## src/common/tw_pkg.sv

```systemverilog
// Shared constants, carriers and states of the two-wire bus master
package tw_pkg;
    // System clock period and quarter of a 400 kHz bit period
    localparam int CLK_PERIOD_NS = 5;
    localparam int QUARTER_NS = 625;
    // Least time rounds up to whole cycles
    localparam int QUARTER_CYC = (QUARTER_NS + CLK_PERIOD_NS - 1) / CLK_PERIOD_NS;
    localparam int RSP_DEPTH = 2;
    // Bit index of the acknowledge slot in a nine-bit packet
    localparam logic [3:0] ACK_IDX = 4'h8;
    localparam logic [3:0] BIT_STEP = 4'h1;
    localparam logic [3:0] BIT_FIRST = 4'h0;
    // General call address with the read bit set
    localparam logic [7:0] GC_READ = 8'h01;
    // Upper nibble of the reserved address group
    localparam logic [3:0] RESV_HI = 4'hF;
    // Sub-steps inside a phase
    localparam logic [1:0] SEQ_A = 2'h0;
    localparam logic [1:0] SEQ_B = 2'h1;
    localparam logic [1:0] SEQ_C = 2'h2;

    // One byte job: optional START before, optional STOP after
    typedef struct packed {
        logic start;
        logic stop;
        logic rx;
        logic nack;
        logic [7:0] data;
    } tw_cmd_t;

    // Result of one job
    typedef struct packed {
        logic [7:0] data;
        logic nack;
        logic err;
        logic resv;
    } tw_rsp_t;

    typedef enum logic [5:0] {
        ST_IDLE = 6'h01,
        ST_START = 6'h02,
        ST_LOW = 6'h04,
        ST_HIGH = 6'h08,
        ST_PUSH = 6'h10,
        ST_STOP = 6'h20
    } tw_state_t;
endpackage

```

## src/design/tw_buf.sv

```systemverilog
// Small valid/ready buffer for the response path
module tw_buf #(
    parameter int WIDTH = 11,
    parameter int DEPTH = 2
) (
    input wire logic clk_sys,
    input wire logic reset,
    input wire logic in_valid,
    output logic in_ready,
    input wire logic [WIDTH-1:0] in_data,
    output logic out_valid,
    input wire logic out_ready,
    output logic [WIDTH-1:0] out_data
);
    localparam int AW = (DEPTH > 1) ? $clog2(DEPTH) : 1;
    localparam logic [AW:0] FULL = (AW + 1)'(DEPTH);
    localparam logic [AW:0] ONE = (AW + 1)'(1);
    localparam logic [AW-1:0] LAST = AW'(DEPTH - 1);
    localparam logic [AW-1:0] STEP = AW'(1);

    if (DEPTH < 2 || WIDTH < 1) begin : g_chk
        $error("tw_buf needs at least two entries");
    end

    logic [WIDTH-1:0] mem [DEPTH];
    logic [AW-1:0] wr_ptr;
    logic [AW-1:0] rd_ptr;
    logic [AW:0] count;
    wire do_wr = in_valid && in_ready;
    wire do_rd = out_valid && out_ready;

    // Honest flags from the occupancy count
    assign in_ready = count != FULL;
    assign out_valid = count != '0;
    assign out_data = mem[rd_ptr];

    // Storage written only on an accepted word
    always_ff @(posedge clk_sys)
    begin
        if (do_wr)
        begin
            mem[wr_ptr] <= in_data;
        end
    end

    // Pointers wrap at the depth, which need not be a power of two
    always_ff @(posedge clk_sys)
    begin
        if (reset)
        begin
            wr_ptr <= '0;
            rd_ptr <= '0;
            count <= '0;
        end
        else
        begin
            if (do_wr)
            begin
                wr_ptr <= (wr_ptr == LAST) ? '0 : wr_ptr + STEP;
            end
            if (do_rd)
            begin
                rd_ptr <= (rd_ptr == LAST) ? '0 : rd_ptr + STEP;
            end
            if (do_wr && !do_rd)
            begin
                count <= count + ONE;
            end
            else if (do_rd && !do_wr)
            begin
                count <= count - ONE;
            end
        end
    end
endmodule

```

## src/design/tw_master.sv

```systemverilog
// Host-side master engine for the shared two-wire bus
//
// Behaviour
// Hold SDA steady while SCL is high
// START/STOP are SDA edges during SCL high
// Bus busy from START until STOP
// Repeated START keeps bus owned until STOP
// Address packet: seven bits, direction, acknowledge
// Direction bit one means read
// Addressed slave acks by pulling SDA low
// Nack on address; master then STOP/restart
// Address byte goes out MSB first
// All-zero address is general call write
// Never send general call with read
// Upper nibble all ones is reserved
// Data packet: byte MSB first plus acknowledge
// Master alone clocks; receiver gives acknowledge
// Receiver nacks after its last byte
// No START directly followed by STOP
// Wait while a slave holds SCL low
// Master alone sets the SCL high time
// Lines only pulled low or released
// Device serves every role up to 400k; this engine is master transmitter and receiver only
// Transmitter releases SDA in acknowledge slot
module tw_master #(
    parameter int Q_CYC = tw_pkg::QUARTER_CYC
) (
    input wire logic clk_sys,
    input wire logic reset,
    input wire logic cmd_valid,
    output logic cmd_ready,
    input wire tw_pkg::tw_cmd_t cmd,
    output logic rsp_valid,
    input wire logic rsp_ready,
    output tw_pkg::tw_rsp_t rsp,
    input wire logic scl_i,
    output logic scl_o,
    output logic scl_oe,
    input wire logic sda_i,
    output logic sda_o,
    output logic sda_oe,
    output logic bus_busy,
    output logic bus_owned
);
    localparam int CW = $clog2(2 * Q_CYC);
    localparam logic [CW-1:0] Q_LD = CW'(Q_CYC - 1);
    localparam logic [CW-1:0] H_LD = CW'(2 * Q_CYC - 1);
    localparam logic [CW-1:0] CNT_STEP = CW'(1);

    if (Q_CYC < 2 || Q_CYC > 1000) begin : g_chk
        $error("tw_master quarter period out of range");
    end

    tw_pkg::tw_state_t st;
    tw_pkg::tw_state_t next_st;
    tw_pkg::tw_cmd_t cur;
    tw_pkg::tw_cmd_t next_cur;
    logic [1:0] seq;
    logic [1:0] next_seq;
    logic [CW-1:0] cnt;
    logic [CW-1:0] next_cnt;
    logic [3:0] bit_idx;
    logic [3:0] next_bit_idx;
    logic [7:0] sh;
    logic [7:0] next_sh;
    logic nack_seen;
    logic next_nack_seen;
    logic rsp_err;
    logic next_rsp_err;
    logic next_scl_oe;
    logic next_sda_oe;
    logic next_owned;
    logic scl_s1;
    logic scl_h;
    logic sda_s1;
    logic sda_h;
    logic sda_d;
    logic buf_ready;

    // only low or released
    assign scl_o = 1'b0;
    assign sda_o = 1'b0;

    // Pin sampling: first stage feeds only the second
    always_ff @(posedge clk_sys)
    begin
        if (reset)
        begin
            scl_s1 <= 1'b1;
            scl_h <= 1'b1;
            sda_s1 <= 1'b1;
            sda_h <= 1'b1;
            sda_d <= 1'b1;
        end
        else
        begin
            scl_s1 <= scl_i;
            scl_h <= scl_s1;
            sda_s1 <= sda_i;
            sda_h <= sda_s1;
            sda_d <= sda_h;
        end
    end

    // conditions seen as SDA edges with SCL high
    wire start_seen = scl_h && sda_d && !sda_h;
    wire stop_seen = scl_h && !sda_d && sda_h;

    // busy tracker, also watches other masters
    always_ff @(posedge clk_sys)
    begin
        if (reset)
        begin
            bus_busy <= 1'b0;
        end
        else if (start_seen)
        begin
            bus_busy <= 1'b1;
        end
        else if (stop_seen)
        begin
            bus_busy <= 1'b0;
        end
    end

    // Phase timer pauses while a slave stretches the clock
    wire wait_high = (st == tw_pkg::ST_HIGH)
        || ((st == tw_pkg::ST_START || st == tw_pkg::ST_STOP) && seq == tw_pkg::SEQ_B);
    // timer held until SCL really high
    wire run = !wait_high || scl_h;
    wire done = (cnt == '0) && run;

    // general call write goes out like any address
    // general call read is refused
    // direction bit one is read
    wire gc_read_bad = cmd.start && (cmd.data == tw_pkg::GC_READ);
    // a byte job without START needs an owned bus
    wire orphan = !cmd.start && !bus_owned;
    wire take_err = gc_read_bad || orphan;
    // start only on a free or owned bus
    wire take_start = cmd.start && (bus_owned || !bus_busy);
    wire take_byte = !cmd.start && bus_owned;
    assign cmd_ready = (st == tw_pkg::ST_IDLE) && (take_err || take_start || take_byte);
    wire accept = cmd_valid && cmd_ready;

    // transmit or receive chosen per job
    // MSB first from the top of the shifter
    // receiver acks unless told last byte
    // transmitter releases in acknowledge slot
    wire bit_drive = (bit_idx == tw_pkg::ACK_IDX) ? (cur.rx && !cur.nack) : (!cur.rx && !sh[7]);
    // reserved address flagged back to the user
    wire resv_addr = cur.start && (cur.data[7:4] == tw_pkg::RESV_HI);
    wire push_go = (st == tw_pkg::ST_PUSH) && done && buf_ready;
    wire stop_after = cur.stop && !rsp_err;

    tw_pkg::tw_rsp_t rsp_in;
    assign rsp_in = '{data: sh, nack: nack_seen, err: rsp_err, resv: resv_addr};

    // Sequencer next-state decode
    always_comb
    begin
        next_st = st;
        next_cur = cur;
        next_seq = seq;
        next_cnt = (cnt != '0 && run) ? cnt - CNT_STEP : cnt;
        next_bit_idx = bit_idx;
        next_sh = sh;
        next_nack_seen = nack_seen;
        next_rsp_err = rsp_err;
        next_scl_oe = scl_oe;
        next_sda_oe = sda_oe;
        next_owned = bus_owned;
        unique case (st)
            tw_pkg::ST_IDLE:
            begin
                if (accept)
                begin
                    next_cur = cmd;
                    next_rsp_err = take_err;
                    next_sh = cmd.data;
                    next_nack_seen = 1'b0;
                    next_seq = tw_pkg::SEQ_A;
                    next_cnt = Q_LD;
                    next_bit_idx = tw_pkg::BIT_FIRST;
                    if (take_err)
                    begin
                        next_st = tw_pkg::ST_PUSH;
                    end
                    else if (take_start)
                    begin
                        // restart from an owned bus
                        next_st = tw_pkg::ST_START;
                        next_sda_oe = 1'b0;
                    end
                    else
                    begin
                        next_st = tw_pkg::ST_LOW;
                    end
                end
            end
            tw_pkg::ST_START:
            begin
                if (done && seq == tw_pkg::SEQ_A)
                begin
                    next_scl_oe = 1'b0;
                    next_seq = tw_pkg::SEQ_B;
                    next_cnt = Q_LD;
                end
                else if (done && seq == tw_pkg::SEQ_B)
                begin
                    // SDA falls while SCL high
                    next_sda_oe = 1'b1;
                    next_owned = 1'b1;
                    next_seq = tw_pkg::SEQ_C;
                    next_cnt = H_LD;
                end
                else if (done)
                begin
                    // master pulls the clock low
                    next_scl_oe = 1'b1;
                    next_st = tw_pkg::ST_LOW;
                    next_seq = tw_pkg::SEQ_A;
                    next_cnt = Q_LD;
                end
            end
            tw_pkg::ST_LOW:
            begin
                if (done && seq == tw_pkg::SEQ_A)
                begin
                    // data changes only mid low phase
                    next_sda_oe = bit_drive;
                    next_seq = tw_pkg::SEQ_B;
                    next_cnt = Q_LD;
                end
                else if (done)
                begin
                    next_scl_oe = 1'b0;
                    next_st = tw_pkg::ST_HIGH;
                    next_cnt = H_LD;
                end
            end
            tw_pkg::ST_HIGH:
            begin
                // high time counted from seen high
                if (done)
                begin
                    next_scl_oe = 1'b1;
                    next_cnt = Q_LD;
                    next_seq = tw_pkg::SEQ_A;
                    // nine clocked bits per packet
                    if (bit_idx == tw_pkg::ACK_IDX)
                    begin
                        // slave acknowledge captured
                        next_nack_seen = sda_h;
                        next_st = tw_pkg::ST_PUSH;
                    end
                    else
                    begin
                        next_sh = {sh[6:0], sda_h};
                        next_bit_idx = bit_idx + tw_pkg::BIT_STEP;
                        next_st = tw_pkg::ST_LOW;
                    end
                end
            end
            tw_pkg::ST_PUSH:
            begin
                // Full buffer stalls here, with SCL held low unless the job was refused on a bus not owned
                if (push_go)
                begin
                    next_seq = tw_pkg::SEQ_A;
                    next_cnt = Q_LD;
                    next_sda_oe = stop_after;
                    next_st = stop_after ? tw_pkg::ST_STOP : tw_pkg::ST_IDLE;
                end
            end
            tw_pkg::ST_STOP:
            begin
                if (done && seq == tw_pkg::SEQ_A)
                begin
                    next_scl_oe = 1'b0;
                    next_seq = tw_pkg::SEQ_B;
                    next_cnt = Q_LD;
                end
                else if (done && seq == tw_pkg::SEQ_B)
                begin
                    // SDA rises while SCL high
                    next_sda_oe = 1'b0;
                    next_seq = tw_pkg::SEQ_C;
                    next_cnt = H_LD;
                end
                else if (done)
                begin
                    next_owned = 1'b0;
                    next_st = tw_pkg::ST_IDLE;
                end
            end
        endcase
    end

    // Control state registers
    always_ff @(posedge clk_sys)
    begin
        if (reset)
        begin
            st <= tw_pkg::ST_IDLE;
            seq <= tw_pkg::SEQ_A;
            cnt <= '0;
            scl_oe <= 1'b0;
            sda_oe <= 1'b0;
            bus_owned <= 1'b0;
        end
        else
        begin
            st <= next_st;
            seq <= next_seq;
            cnt <= next_cnt;
            scl_oe <= next_scl_oe;
            sda_oe <= next_sda_oe;
            bus_owned <= next_owned;
        end
    end

    // Job data registers
    always_ff @(posedge clk_sys)
    begin
        if (reset)
        begin
            cur <= '0;
            bit_idx <= tw_pkg::BIT_FIRST;
            sh <= '0;
            nack_seen <= 1'b0;
            rsp_err <= 1'b0;
        end
        else
        begin
            cur <= next_cur;
            bit_idx <= next_bit_idx;
            sh <= next_sh;
            nack_seen <= next_nack_seen;
            rsp_err <= next_rsp_err;
        end
    end

    // Response buffer so a slow reader loses no result
    tw_buf #(
        .WIDTH($bits(tw_pkg::tw_rsp_t)),
        .DEPTH(tw_pkg::RSP_DEPTH)
    ) u_rsp_buf (
        .clk_sys(clk_sys),
        .reset(reset),
        .in_valid(push_go),
        .in_ready(buf_ready),
        .in_data(rsp_in),
        .out_valid(rsp_valid),
        .out_ready(rsp_ready),
        .out_data(rsp)
    );
endmodule

```

## config.mk

```make
export PLATFORM = sky130hd
export DESIGN_NAME = tw_master
export DESIGN_NICKNAME = d
export VERILOG_FILES = /design/src/common/tw_pkg.sv /design/src/design/tw_buf.sv /design/src/design/tw_master.sv
export SDC_FILE = /design/constraint.sdc
export NUM_CORES = 1
export LEC_CHECK = 0
export ABC_AREA = 1
export CAP_MARGIN = 20
export CORE_AREA = 5 5 126 116
export DETAILED_ROUTE_END_ITERATION = 10
export DIE_AREA = 0 0 131 121
export DONT_BUFFER_PORTS = 1
export GPL_TIMING_DRIVEN = 0
export PLACE_DENSITY_LB_ADDON = 0.1
export SETUP_SLACK_MARGIN = 0.2
export SLEW_MARGIN = 30
export SYNTH_ARGS = -nofsm -noshare
export SYNTH_HDL_FRONTEND = slang
export SYNTH_SLANG_ARGS = --single-unit
```

## constraint.sdc

```tcl
create_clock -name clk_sys -period 2.7 [get_ports clk_sys]
set_clock_uncertainty 0.1 [all_clocks]
set_input_delay 0.54 -clock clk_sys [delete_from_list [all_inputs] [get_ports clk_sys]]
set_output_delay 0.54 -clock clk_sys [all_outputs]
set_load 0.01 [all_outputs]
```

==> results.toml <==
[hold_path]
hp-class = "input port to flip-flop"
hold_start = "scl_i"
hold_depth = 1
min_to = "scl_s1"

[final_layout]
area_delta_synth_final_pct = 14.45
nNetsFinal = 528
diodes = 0
drive_gt1_share_pct = 15.46

[routing]
vias = 3192
avgRoutedWirePerCell_um = 15.38
dr.pass1.iters = 4
initialDrtViolationCount = 242
routed_wl_um = 10440
via_per_inst = 4.701
ant_nets = 0
route.detailed.drc = 0

[yosys]
yosys-top-cells-count = "nand2_1, nor2_1, dfxtp_1, inv_1, a21oi_1"
yosysMostFrequentCell = "nand2_1"
ys_seq_area_share_pct = 44.47
syn_inst = 491
synth_ff_type = "dfxtp_1"
ys_seq_elements = 74
ys_top_cells_by_area = "dfxtp_1, edfxtp_1, nand2_1"
yosys_warnings = 0
netlist.area_leader.share_pct = 27.21
synth_edf_count = 22
syn_area_sq_um = 3826
async_flop_share_pct = 0
synth_area_per_cell_sq_um = 7.793
synth_top_area_cell = "dfxtp_1"
yosys.cell_types.count = 38

[placed_design]
port_buffers = 0
place_congestion = 0.9225
dpl.hpwl_um = 7658
dpl_worst_slack_ps = 236.1

[clock_network]
path_clk_slew_ps = 60
cts.path.max_buffers = 2
clock-sinks = 74
cts-hold-fix-buffers = 0
tritoncts = "built"
cts_buffers = 9
clock_latency_ps = 340
cts_root_buffer = "clkbuf_16"
htree_num_levels = 3

[critical_path]
critPathSlowestCell = "dfxtp_1"
crit_start = "cnt[0]"
path_class = "flip-flop to flip-flop"
critPathTopFamily = "simple AND/OR/NAND/NOR gates"
arrival_ps = 2450
r2r_slack_ps = 370
critPathBufInv = 2
r2r_cells = 11
timing.rr.end = "cnt[1]"
start_kind = "flip-flop"
critical_path.cell_chain = "inv_2, ha_1, nand2_1, nor2_1, nand2_1, nor2_4, buf_6, nand3_2, nand3_2, nand4_1, nor3b_2"
r2r_start = "cnt[0]"
cpPeakStageDelay_ps = 320
worstSetupEndpointType = "flip-flop"
critical_path_required_ps = 2810
crit_fanout = 10

[die]
dieArea_sq_um = 15850
num_io_pins = 37
row_count = 40
core_area_sq_um = 13110
die_width_um = 131
die_h_um = 121
initial_core_util_pct = 29.18

[sta]
final-hold-violation-count = 0
max_freq_ghz = 0.4289
layout_min_cycle_time_ps = 2331
hold_ws_ps = 198.6
setup_viol = 0
tightest_slew_ps = 734.9
finalWorstSetupSlack_ps = 368.6
slew_violations = 0
period_share_pct = 86.35
rsz0062_at_grt = "true"
slew_headroom_pct = 51.00

[global_route]
grt_max_degree = 16
grt_pass1_vias = 3067
overflow = 0
antenna_found_initial = 0
grt_pass1_wl_um = 16730
grtUsageTotal_pct = 13.99

[run_status]
outcome = "finished, final reports clean"

[pwr]
peakVddDrop_mv = 0.4374
power.density_nw_per_um2 = 1009
leakagePower_uw = 0.001852

[job]
maxCapViolCount = 0
[logic make-up (layout without fill, tap and decap cells)]
| logic type | Yosys count | in the layout | synth area share (%) |
|---|---|---|---|
| AO/OA/AOI/OAI | 81 | 81 | 11.15 |
| XOR/XNOR | 7 | 7 | 1.602 |
| adder cells (fa/ha/maj) | 4 | 4 | 1.308 |
| buffers and inverters | 71 | 90 | 7.848 |
| flip-flops | 74 | 74 | 44.47 |
| multiplexers | 11 | 11 | 3.237 |
| other | 1 | 2 | 0.09801 |
| AND/OR/NAND/NOR | 242 | 242 | 30.28 |
[report_power, final]
| group | switching, uW | leakage (uW) | internal (uW) |
|---|---|---|---|
| Combinational | 1090 | 0.00108 | 580 |
| Sequential | 143 | 0.000621 | 1350 |
| Clock | 515 | 0.000148 | 732 |
| Total | 1750 | 0.00185 | 2670 |
[metal layers]
metal	global-route usage, %	part of all wire [%]	vias up
met5	0	0	-
met4	3.342	1.2	0
li1	-	-	1648
met2	20.34	43	68
met1	19.35	49	1464
met3	5.546	6.6	12
[through the flow]
step	instances	TNS [ps]	area (sq um)	total power [uW]	util (%)
6_report	679	0	4379	4419	33.40
5_1_grt	679	0	4379	4782	33.40
4_1_cts	676	0	4352	4444	33.19
3_5_place_dp	660	0	4045	3174	30.85
3_3_place_gp	660	-1007	4040	3158	30.81
2_1_floorplan	492	0	3830	2786	-
[state kept, by name, indices dropped and copies added (netlist names), 2 cells and up, named ones only]
signal           count
bit_idx              4
u_rsp_buf.mem       22
cnt                  8
sh                   8
st                   6
seq                  2
cur                  8
u_rsp_buf.count      2
[what timing repair did]
| item | CTS | global route |
|---|---|---|
| resized for setup | 0 | 3 |
| buffers inserted | 0 | 3 |
| setup endpoints to repair | 0 | 49 |
[cells in the final DEF (no fill, tap or decap), types with 2 or more instances in the layout]
cell	synthesis	final
a21oi_1	40	40
a21oi_2	2	2
buf_2	3	3
buf_4	4	7
buf_6	2	2
clkbuf_1	6	6
clkbuf_16	0	9
conb_1	1	2
dfxtp_1	52	52
edfxtp_1	22	22
ha_1	4	4
inv_1	52	51
inv_2	3	4
inv_6	0	5
mux2_2	11	11
nand2_1	105	105
nand2_2	9	9
nand2_4	2	2
nand3_1	38	38
nand3_2	5	5
nand3_4	2	2
nand4_1	10	10
nand4_2	2	2
nor2_1	53	51
nor2_2	2	3
nor2_4	4	5
nor3_1	3	3
o21ai_0	33	32
o21ai_1	1	2
or2_2	5	5
xor2_1	6	6
[worst max path at each step]
stage | cells after the start | endpoint
2_1_floorplan | 8 | u_rsp_buf.mem[0][0]
3_3_place_gp | 5 | u_rsp_buf.mem[1][1]
3_5_place_dp | 5 | u_rsp_buf.mem[0][1]
4_1_cts | 5 | u_rsp_buf.mem[0][1]
5_1_grt | 12 | cnt[1]
6_report | 11 | cnt[1]
[area by class of cell]
class / instances / area [sq um]
flip-flops and latches: 74 / 1702
plain buffers: 16 / 93.84
clock inverters: 7 / 81.33
clock buffers: 9 / 225.2
multi-input cells: 347 / 1838
well taps: 168 / 210.2
fillers: 1440 / 8733
repair buffers: 3 / 22.52
inverters: 55 / 206.4
(Power assumes the default switching activity.)
